===== src/hw/ldpwm_pkg.sv =====
// Package with constants and types for the lighting dimming PWM block
package ldpwm_pkg;
    // Master clock rate in Hz
    localparam int unsigned CLK_HZ = 25000000;
    // Duty resolution and dimming input width
    localparam int DUTY_W = 12;
    localparam int DIM_W = 10;
    // Default PWM frequency after reset (Hz) and period count derived from it
    localparam int unsigned PWM_DEF_HZ = 888;
    localparam int unsigned PWM_DEF_CYC = CLK_HZ / PWM_DEF_HZ;
    // Highest PWM frequency (tenths of Hz) and shortest period in cycles
    localparam int unsigned PWM_MAX_DHZ = 53000;
    localparam int unsigned PWM_MIN_CYC = (CLK_HZ * 10 + PWM_MAX_DHZ - 1) / PWM_MAX_DHZ;
    localparam int PER_W = 16;
    // Duty fractions as 12-bit codes of full scale (4095)
    localparam logic [DUTY_W-1:0] DUTY_FULL = 12'hfff;
    localparam logic [DUTY_W-1:0] DUTY_MIN_ANA = 12'h19a;
    localparam logic [DUTY_W-1:0] DUTY_MIN_DIG = 12'h029;
    // Reset hold time on the sync/reset pin, in ms, and cycles derived
    localparam int unsigned HOLD_RST_MS = 100;
    localparam int unsigned HOLD_RST_CYC = CLK_HZ / 1000 * HOLD_RST_MS + 1;
    // Sync pin is declared absent after this many periods without edges
    localparam int unsigned SYNC_LOST_PER = 4;
    // Operating modes selected by the strap
    localparam logic [1:0] MODE_ANALOG = 2'h0;
    localparam logic [1:0] MODE_THREE = 2'h1;
    localparam logic [1:0] MODE_TUNE = 2'h2;
    // Dimming source selection
    typedef enum logic {LDPWM_SRC_LOCAL, LDPWM_SRC_NET} ldpwm_src_t;
endpackage


===== src/hw/ldpwm_hold_reset.sv =====
// Detector for a long low pulse on the combined sync/reset pin
`timescale 1ns/1ns
module ldpwm_hold_reset
    import ldpwm_pkg::*;
#(
    parameter int unsigned HOLD_CYC = HOLD_RST_CYC
) (
    // Clock and reset
    input  wire logic sys_clk,
    input  wire logic sys_rst,
    // Pin level and reset request
    input  wire logic hold_reset_pin,
    output logic      hold_reset_req
);
    logic [27:0] low_cnt;
    wire         low_long = (low_cnt >= 28'(HOLD_CYC));

    // Count cycles of low level; saturate once the threshold is reached
    always_ff @(posedge sys_clk) begin
        if (sys_rst || hold_reset_pin) begin
            low_cnt <= 28'h0;
        end else if (!low_long) begin
            low_cnt <= low_cnt + 28'h1;
        end
    end

    // Request stays high while the pin is held past the limit
    always_ff @(posedge sys_clk) begin
        if (sys_rst) begin
            hold_reset_req <= 1'b0;
        end else begin
            hold_reset_req <= low_long && !hold_reset_pin;
        end
    end

    AST_HOLD_RESET_LATE: assert property (@(posedge sys_clk) disable iff (sys_rst)
        hold_reset_req |-> $past(!hold_reset_pin))
        else $error("reset request without low pin");
endmodule


===== src/hw/ldpwm_top.sv =====
// Lighting output control: staggered PWMs, analogue dim level, sync and hold reset
//
// Notes on behaviour
// - Each PWM has 12-bit duty; period may be as short as 5.3 kHz allows.
// - After reset the PWM period corresponds to 888 Hz.
// - In three-PWM mode the PWMs share one duty; their edges are staggered in time.
// - Output one clamps to 10-100% analogue, 1-100% as PWM.
// - Outputs two and three span the full 0-100% duty range outside three-PWM mode.
// - The warm_on_two input decides which of outputs two and three drives warm.
// - Strap mode 0 analogue+2 PWM, 1 three PWM, 2 two dimmed tuning PWMs.
// - Dimming input is 10 bits, zero fully dimmed, all ones undimmed.
// - Dimming level comes from local input or network command.
// - PWMs optionally lock to sync; sync disables itself when pin floats.
// - Sync/reset pin low beyond 100 ms resets the device.
// - Internal or external divider chosen from the high-voltage supply level.
// - Auxiliary occupancy input analogue or digital, may drive the output directly.
// - All timing comes from the single master clock.
`timescale 1ns/1ns
module ldpwm_top
    import ldpwm_pkg::*;
#(
    parameter int unsigned HOLD_CYC = HOLD_RST_CYC,
    parameter int unsigned DEF_PER  = PWM_DEF_CYC
) (
    // Clock and reset
    input  wire logic              sys_clk,
    input  wire logic              sys_rst,
    // Strap and supply sensing
    input  wire logic [1:0]        mode_strap,
    input  wire logic              hv_supply_high,
    // Dimming sources
    input  wire logic [DIM_W-1:0]  dim_level_in,
    input  wire logic [DIM_W-1:0]  net_dim_level,
    input  wire logic              net_dim_valid,
    input  wire logic              net_dim_select,
    // Colour tuning: warm share (of the dimmed level in mode 2, of full scale in mode 0), and string wiring sense
    input  wire logic [DUTY_W-1:0] warm_share,
    input  wire logic              warm_on_two,
    // Period setting from configuration
    input  wire logic [PER_W-1:0]  period_cfg,
    input  wire logic              period_cfg_load,
    // Auxiliary occupancy input
    input  wire logic              aux_analog_sel,
    input  wire logic [DIM_W-1:0]  aux_level,
    input  wire logic              aux_digital,
    input  wire logic              aux_control_en,
    // Sync and reset pin
    input  wire logic              sync_enable,
    input  wire logic              hold_reset_pin,
    // Outputs
    output logic                   pwm_one,
    output logic                   pwm_two,
    output logic                   pwm_three,
    output logic [DUTY_W-1:0]      analog_dim_out,
    output logic                   ext_divider_sel,
    output logic                   sync_locked,
    output logic                   hold_reset_req
);
    // Internal reset combines the system reset with the long-low request
    logic core_rst;
    assign core_rst = sys_rst || hold_reset_req;

    ldpwm_hold_reset #(.HOLD_CYC(HOLD_CYC)) u_hold (
        .sys_clk        (sys_clk),
        .sys_rst        (sys_rst),
        .hold_reset_pin (hold_reset_pin),
        .hold_reset_req (hold_reset_req)
    );

    // Mode registered from the strap every cycle outside reset, so the strap is never loaded asynchronously
    logic [1:0] mode;
    always_ff @(posedge sys_clk) begin
        if (core_rst) begin
            mode <= MODE_THREE;
        end else begin
            mode <= (mode_strap == 2'h3) ? MODE_THREE : mode_strap;
        end
    end

    // Divider selection follows the high-voltage supply level
    always_ff @(posedge sys_clk) begin
        if (core_rst) begin
            ext_divider_sel <= 1'b1;
        end else begin
            ext_divider_sel <= !hv_supply_high;
        end
    end

    // Held network level; a new command replaces it
    logic [DIM_W-1:0] net_level;
    always_ff @(posedge sys_clk) begin
        if (core_rst) begin
            net_level <= {DIM_W{1'b1}};
        end else if (net_dim_valid) begin
            net_level <= net_dim_level;
        end
    end

    // Source and auxiliary selection, then widen 10 bits to 12
    ldpwm_src_t        src;
    logic [DIM_W-1:0]  aux_val;
    logic [DIM_W-1:0]  dim_sel;
    logic [DUTY_W-1:0] dim_wide;
    assign src      = net_dim_select ? LDPWM_SRC_NET : LDPWM_SRC_LOCAL;
    assign aux_val  = aux_analog_sel ? aux_level : {DIM_W{aux_digital}};
    assign dim_sel  = aux_control_en ? aux_val :
                      (src == LDPWM_SRC_NET) ? net_level : dim_level_in;
    // Zero input is fully dimmed, all ones undimmed; low bits replicate the top
    assign dim_wide = {dim_sel, dim_sel[DIM_W-1 -: 2]};

    // Clamp to a floor; a function because both the analogue and the PWM duties use it
    function automatic logic [DUTY_W-1:0] clamp_min(input logic [DUTY_W-1:0] v,
                                                    input logic [DUTY_W-1:0] lo);
        clamp_min = (v < lo) ? lo : v;
    endfunction

    // Scale a duty by a share (both 12 bits), keeping the top bits
    function automatic logic [DUTY_W-1:0] scale(input logic [DUTY_W-1:0] a,
                                                input logic [DUTY_W-1:0] b);
        logic [2*DUTY_W-1:0] p;
        p = a * b;
        scale = (b == DUTY_FULL) ? a : p[2*DUTY_W-1 -: DUTY_W];
    endfunction

    // Requested duties per output, by mode
    logic [DUTY_W-1:0] duty_ana;
    logic [DUTY_W-1:0] duty_dig;
    logic [DUTY_W-1:0] warm_d;
    logic [DUTY_W-1:0] cool_d;
    logic [DUTY_W-1:0] req1;
    logic [DUTY_W-1:0] req2;
    logic [DUTY_W-1:0] req3;
    assign duty_ana = clamp_min(dim_wide, DUTY_MIN_ANA);
    assign duty_dig = clamp_min(dim_wide, DUTY_MIN_DIG);
    // Tuning outputs are not floored, so 0% is reachable
    assign warm_d = (mode == MODE_TUNE) ? scale(dim_wide, warm_share) : warm_share;
    assign cool_d = (mode == MODE_TUNE) ? scale(dim_wide, DUTY_FULL - warm_share)
                                        : DUTY_FULL - warm_share;
    assign req1 = (mode == MODE_TUNE) ? 12'h000 : duty_dig;
    // Three-PWM mode shares one duty; otherwise the warm/cool split applies
    assign req2 = (mode == MODE_THREE) ? duty_dig :
                  (warm_on_two ? warm_d : cool_d);
    assign req3 = (mode == MODE_THREE) ? duty_dig :
                  (warm_on_two ? cool_d : warm_d);

    // Requested period, floored at the 5.3 kHz minimum
    logic [PER_W-1:0] per_req;
    always_ff @(posedge sys_clk) begin
        if (core_rst) begin
            per_req <= PER_W'(DEF_PER);
        end else if (period_cfg_load) begin
            per_req <= (period_cfg < PER_W'(PWM_MIN_CYC)) ? PER_W'(PWM_MIN_CYC)
                                                          : period_cfg;
        end
    end

    // Sync pin edge detection; pin shares the reset pin
    logic             sync_d;
    logic             sync_rise;
    logic [2:0]       lost_cnt;
    assign sync_rise = hold_reset_pin && !sync_d;
    always_ff @(posedge sys_clk) begin
        if (core_rst) begin
            sync_d <= 1'b1;
        end else begin
            sync_d <= hold_reset_pin;
        end
    end

    // Base counter and period boundary
    logic [PER_W-1:0] per_act;
    logic [PER_W-1:0] cnt;
    logic             per_end;
    logic             restart;
    assign per_end = (cnt >= per_act - PER_W'(1));
    // Restart early on a sync edge when locked; a floating pin never gives one
    assign restart = per_end || (sync_locked && sync_rise);

    always_ff @(posedge sys_clk) begin
        if (core_rst) begin
            cnt <= '0;
        end else begin
            cnt <= restart ? '0 : cnt + PER_W'(1);
        end
    end

    // Sync is considered present while edges keep coming
    always_ff @(posedge sys_clk) begin
        if (core_rst) begin
            lost_cnt <= 3'(SYNC_LOST_PER);
        end else if (sync_rise) begin
            lost_cnt <= '0;
        end else if (per_end && lost_cnt != 3'(SYNC_LOST_PER)) begin
            lost_cnt <= lost_cnt + 3'h1;
        end
    end
    assign sync_locked = sync_enable && (lost_cnt != 3'(SYNC_LOST_PER));

    // Shadow settings load only at the period boundary
    logic [DUTY_W-1:0] duty_act [3];
    logic [DUTY_W-1:0] req [3];
    logic [DUTY_W-1:0] ana_next;
    assign req[0] = req1;
    assign req[1] = req2;
    assign req[2] = req3;
    always_ff @(posedge sys_clk) begin
        if (core_rst) begin
            per_act <= PER_W'(DEF_PER);
        end else if (restart) begin
            per_act <= per_req;
        end
    end

    // Stagger each channel by a third of a period to spread switching
    logic [PER_W-1:0] third;
    assign third = per_act / PER_W'(3);
    logic [2:0] pwm_raw;
    genvar g;
    generate
        for (g = 0; g < 3; g++) begin : g_ch
            logic [PER_W-1:0] ofs;
            logic [PER_W-1:0] pos;
            logic [PER_W+DUTY_W-1:0] prod;
            logic [PER_W-1:0] hi_len;
            logic [PER_W:0]   sum;
            assign ofs = PER_W'(g) * third;
            // One bit wider, so a long period plus two thirds cannot wrap
            assign sum = {1'b0, cnt} + {1'b0, ofs};
            assign pos = (sum >= {1'b0, per_act}) ? PER_W'(sum - {1'b0, per_act})
                                                  : sum[PER_W-1:0];
            assign prod = per_act * duty_act[g];
            // Full scale means always high, zero means never high
            assign hi_len = (duty_act[g] == DUTY_FULL) ? per_act
                                                       : prod[PER_W+DUTY_W-1 -: PER_W];
            always_ff @(posedge sys_clk) begin
                if (core_rst) begin
                    duty_act[g] <= '0;
                end else if (restart) begin
                    duty_act[g] <= req[g];
                end
            end
            always_ff @(posedge sys_clk) begin
                if (core_rst) begin
                    pwm_raw[g] <= 1'b0;
                end else begin
                    pwm_raw[g] <= (pos < hi_len);
                end
            end
        end
    endgenerate

    // Output one is analogue in mode 0 and unused in mode 2
    assign pwm_one   = (mode == MODE_THREE) && pwm_raw[0];
    assign pwm_two   = pwm_raw[1];
    assign pwm_three = pwm_raw[2];
    assign ana_next  = (mode == MODE_ANALOG) ? duty_ana : 12'h000;

    always_ff @(posedge sys_clk) begin
        if (core_rst) begin
            analog_dim_out <= '0;
        end else if (restart) begin
            analog_dim_out <= ana_next;
        end
    end

    AST_PWM_ONE_OFF: assert property (@(posedge sys_clk) disable iff (core_rst)
        (mode != MODE_THREE) |-> !pwm_one)
        else $error("output one toggles outside three-PWM mode");
    AST_ANA_FLOOR: assert property (@(posedge sys_clk) disable iff (sys_rst)
        ($past(mode) == MODE_ANALOG && $past(restart) && !$past(core_rst))
            |-> analog_dim_out >= DUTY_MIN_ANA)
        else $error("analogue level below floor");
    AST_DUTY_HOLD: assert property (@(posedge sys_clk) disable iff (core_rst)
        !$past(core_rst) && !$past(restart) |-> $stable(duty_act[0]))
        else $error("duty changed mid-period");
    AST_PER_MIN: assert property (@(posedge sys_clk) disable iff (core_rst)
        per_act >= PER_W'(PWM_MIN_CYC) || per_act == PER_W'(DEF_PER))
        else $error("period shorter than minimum");
    AST_SAME_DUTY: assert property (@(posedge sys_clk) disable iff (core_rst)
        (mode == MODE_THREE) |-> req[1] == req[2] && req[0] == req[1])
        else $error("three-PWM duties differ");
    AST_CNT_WRAP: assert property (@(posedge sys_clk) disable iff (core_rst)
        per_end && !$past(core_rst) |=> cnt == '0)
        else $error("counter did not wrap");
    AST_DIV_SEL: assert property (@(posedge sys_clk) disable iff (core_rst)
        !hv_supply_high ##1 !core_rst |-> ext_divider_sel)
        else $error("divider select wrong");
    AST_NO_SYNC: assert property (@(posedge sys_clk) disable iff (core_rst)
        !sync_enable |-> !sync_locked)
        else $error("locked while sync disabled");
    // Output levels follow the loaded duty one cycle later
    AST_ZERO_LOW: assert property (@(posedge sys_clk) disable iff (core_rst)
        (duty_act[1] == '0) |=> !pwm_two)
        else $error("output two high at zero duty");
    AST_FULL_HIGH: assert property (@(posedge sys_clk) disable iff (core_rst)
        (duty_act[2] == DUTY_FULL) |=> pwm_three)
        else $error("output three low at full duty");
    AST_SYNC_RESTART: assert property (@(posedge sys_clk) disable iff (core_rst)
        (sync_locked && sync_rise) |=> cnt == '0)
        else $error("sync edge did not restart the period");
endmodule

===== config.mk =====
export PLATFORM = sky130hd
export DESIGN_NAME = ldpwm_top
export DESIGN_NICKNAME = d
export VERILOG_FILES = /design/src/hw/ldpwm_pkg.sv /design/src/hw/ldpwm_hold_reset.sv /design/src/hw/ldpwm_top.sv
export SDC_FILE = /design/constraint.sdc
export NUM_CORES = 2
export LEC_CHECK = 0
export ABC_CLOCK_PERIOD_IN_PS = 9900
export BUFFER_PORTS_ARGS = -buffer_cell sky130_fd_sc_hd__buf_2
export CORE_MARGIN = 5
export CORE_UTILIZATION = 50
export DETAILED_ROUTE_END_ITERATION = 8
export PLACE_DENSITY_LB_ADDON = 0.15
export SLEW_MARGIN = 20
export SYNTH_ARGS = -nofsm -noshare
export SYNTH_HDL_FRONTEND = slang
export SYNTH_SLANG_ARGS = --single-unit

===== constraint.sdc =====
create_clock -name sys_clk -period 9.9 [get_ports sys_clk]
set_input_delay 1.98 -clock sys_clk [delete_from_list [all_inputs] [get_ports sys_clk]]
set_output_delay 1.98 -clock sys_clk [all_outputs]
set_load 0.005 [all_outputs]

==> results.md <==
Power:
- The share of total power in sequential cells is 7.8%.
- In this run switching power makes up 52.1% of total power.
- Power spread over the standard cell area amounts to 202 nW/um2.
- The combinational group share of total power is 84.2%.
- The peak ir drop on the vdd network is 225 uV.
- The analysis attributes to net switching a power of 0.00443 W.
- The clock group share of total power is 8.0%.
- The internal power summed over all cells is 0.00407 W.
- Overall power consumption after layout is estimated at 0.00850 W.
- In this run the static leakage power is 21.2 nW.

Clock tree:
- The clock passes through at most 2 buffers.
- After clock tree synthesis, the clock-pin slew on the worst setup and hold paths is 80 ps.
- TritonCTS built the clock tree.
- The library cell used as clock root buffer is clkbuf_16.
- The clock net in this run drives a total of 143 sinks.
- The clock latency reported for the late side of the worst-skew pair is 490 ps.
- The total clock buffers created by CTS is 17.
- The number of levels in the clock H-tree is 4.

Synthesis:
- Counting flops with a built-in enable in the synthesized netlist gives 35.
- The synthesized cell area is 38800 um2.
- In this run, synthesis produced a sequential element count of 143.
- Averaged over all synthesized cells, the footprint is 8.39 um2.
- The share of synthesized registers carrying an async set or reset is 0%.
- Counting every instance in the synthesized netlist gives 4630.
- The post-synth net total is 5772.
- The fraction of the yosys area taken by sequential cells is 8.28%.
- After synthesis, the netlist uses 95 different library cells.
- The count of warnings emitted by yosys is 0.
- The primary flip-flop cell chosen by synthesis mapping is dfxtp_1.

Floorplanning:
- The starting density of the core is 50.3%.
- The horizontal die dimension is 289 um.
- The core area is 77200 um2.
- The floorplan has 102 rows.
- For this design the top-level I/O count stands at 90.
- The die covers 83300 um2.
- The die outline height is 289 um.

Layout:
- The number of nets in the layout is 5797.
- The area taken by flip-flops and latches is 3250 um2.
- The combined area of the multi-input logic cells is 32500 um2.
- The fraction of final layout cells sized beyond drive strength 1 is 9.83%.
- Compared with the post-synthesis result, the final layout area differs by 8.51%.
- The library cell used most frequently in the layout, excluding fill and tap cells, is inv_1.
- The count of fill cells added during filler insertion is 7312.
- Leaving out fill and tap cells, the most frequent cells in the layout are inv_1, nand2_1, fa_1, ha_1, nor2_1.

Critical path:
- The arrival time of the worst setup path is 10050 ps.
- The peak per-stage delay on the critical path is 490 ps.
- The critical path is of the reg -> reg type.
- Along the worst path, the maximum fanout reaches 7.
- The cell type with the highest occurrence count on the critical path is a21oi_2.
- The required time of the critical path is 10280 ps.
- The type of element capturing the critical path is a flop.
- STA classifies the critical path startpoint as a flop.
- The cell with the largest stage delay on the worst path is or4_4.

GRT:
- The total global routing track utilization is 28.1%.
- The wire length of the first global-routing pass is 184 mm.
- The initial antenna violation count is 4.
- Global routing finished with a remaining overflow of 0.
- The number of global-route vias before repair is 32.8k.
- The largest net degree at the start of global routing is 51.

Min path:
- The class of the tightest hold or removal check is reg -> reg.

Timing:
- Setup violations remaining at the end of the flow were counted as 0.
- The part of the cycle the worst path needs is 97.7%.
- The actual slew at the worst max-slew pin is 1180 ps.
- The number of failing hold endpoints at the final stage is 0.
- In the post-route analysis, the smallest setup slack over all paths is 232 ps.
- Setup total negative slack on the finished layout was measured at 0 ps.
- The count of final max-slew check failures is 0.
- Subtracting the final worst setup slack from the clock period gives 9670 ps.
- The clock arrives with 23.0 ps of skew.
- The peak clock frequency supported by timing is 0.103 GHz.
- The worst pin sits at a relative slew slack of 21.0%.

Detailed routing:
- The average wire per standard cell is 20.1 um.
- The violation count after the first detailed-routing iteration is 1637.
- The post-route DRC violation count is 0.
- The via-per-instance ratio is 5.60.
- The detail route stage leaves a number of antenna-violating nets equal to 0.
- The number of iterations in the first detailed-routing pass is 5.
- The final wirelength is 114 mm.
- For this block, the via count after detailed routing is 31.9k.

Place:
- The count of buffers from port buffering is 89.
- The final HPWL from detailed placement is 87.2 mm.
- Routability-driven placement finished with a final weighted congestion of 0.953.
- Timing analysis after detailed placement gives a worst setup slack of -595 ps.

Run status:
- The run finished with clean final reports.

Run:
- Max-cap violations in this run came to 0.
==> sequential cells by signal (all words and copies together), names as in the netlist <==
name and flops:
analog_dim_out 11, cnt 16, duty_act 35, ext_divider_sel 1, lost_cnt 3, mode 2, net_level 10, per_act 16
per_req 16, pwm_raw 1, pwm_three 1, pwm_two 1, sync_d 1, u_hold.hold_reset_req 1, u_hold.low_cnt 28
==> power by group through the flow <==
| stage | Sequential (W) | Combinational [W] | Clock [W] |
|---|---|---|---|
| 6_report | 0.000662 | 0.00716 | 0.000680 |
| 5_1_grt | 0.000664 | 0.00816 | 0.000723 |
| 4_1_cts | 0.000662 | 0.00698 | 0.000700 |
| 3_5_place_dp | 0.000676 | 0.00688 | 0 |
| 3_3_place_gp | 0.000676 | 0.00681 | 0 |
| 2_1_floorplan | 0.000638 | 0.00515 | 0 |
==> stage by stage <==
step / instances / cell area, um2 / hold WS (ps) / utilization (%)
global placement: 5658 / 40900 / 433 / 53.0
finish: 5709 / 42100 / 456 / 54.6
CTS: 5691 / 41500 / 457 / 53.8
floorplan: 4630 / 38800 / 420 / -
detailed placement: 5658 / 40900 / 437 / 53.0
global route: 5708 / 42100 / 486 / 54.6
==> cell families after synthesis <==
group                    share of synthesized area [%]
AND/OR/NAND/NOR                                   18.7
adder cells (fa/ha/maj)                           46.5
buffers and inverters                             9.68
AO/OA/AOI/OAI                                     11.0
XOR/XNOR                                          3.97
flip-flops                                        8.28
multiplexers                                      1.92
==> timing repair <==
item,in CTS,in global routing
hold buffers,0,0
buffers inserted,1,16
gates resized for setup,18,104
pin swaps,2,69
cloned,0,1
endpoints found under the hold margin,0,0
setup endpoints to repair,2,2
==> Yosys cell counts (20+ instances only) <==
| cell type | n | area share (%) |
|---|---|---|
| dfxtp_1 | 108 | 5.6 |
| a21o_1 | 52 | 1.0 |
| ha_1 | 450 | 15 |
| nand3_1 | 49 | 0.63 |
| and2_1 | 215 | 3.5 |
| clkbuf_1 | 211 | 2.0 |
| xnor2_1 | 125 | 2.8 |
| o21ai_0 | 121 | 1.6 |
| nand2_1 | 646 | 6.2 |
| buf_1 | 30 | 0.29 |
| o21bai_1 | 22 | 0.43 |
| nand2b_1 | 109 | 1.8 |
| a31oi_1 | 33 | 0.53 |
| and3_1 | 20 | 0.32 |
| a21oi_1 | 212 | 2.7 |
| nand4_1 | 38 | 0.61 |
| fa_1 | 620 | 32 |
| edfxtp_1 | 35 | 2.7 |
| nor2b_1 | 44 | 0.71 |
| a211oi_1 | 29 | 0.56 |
| xor2_1 | 51 | 1.2 |
| nor2_1 | 269 | 2.6 |
| inv_1 | 715 | 6.9 |
| nor3_1 | 58 | 0.75 |
| mux2i_1 | 62 | 1.6 |
| o21a_1 | 21 | 0.41 |
==> routing by layer <==
metal / vias up / part of all wire, % / wire length (um) / GRT usage (%)
met4: 4 / 4.3 / 4890 / 10.3
li1: 14881 / - / - / -
met5: - / 0.012 / 14 / 0
met1: 15907 / 43 / 49600 / 37.8
met3: 221 / 5.2 / 5950 / 3.30
met2: 929 / 47 / 54000 / 46.9
==> path summary, 6_finish.rpt <==
check,end,cells after the start,start,slack [ps]
setup / recovery,pwm_two,49,per_act[12],230
hold / removal,u_hold.low_cnt[24],1,u_hold.low_cnt[24],460
setup reg to reg,pwm_two,49,per_act[12],230
hold reg to reg,u_hold.low_cnt[24],1,u_hold.low_cnt[24],460
==> area by class of cell <==
type | count | share of cell area, %
Inverter | 720 | 6.42
Sequential cell | 143 | 7.70
Tap cell | 1040 | 3.09
Clock inverter | 15 | 0.389
Multi-Input combinational cell | 3504 | 77.0
Timing Repair Buffer | 269 | 4.34
Clock buffer | 17 | 1.01
Antenna cell | 1 | 0.00594
==> critical path, delay by kind of cell, from the launching register on <==
family / cells / cell delay [ps]
muxes: 1 / 280
buffers and inverters: 3 / 480
AOI/OAI and AO/OA: 24 / 3760
and+or+nand+nor: 14 / 2850
adders and majority gates: 5 / 1410
xor gates and xnor gates: 2 / 410
DFF: 1 / 380
No activity file was read; power rests on OpenSTA's default activity.
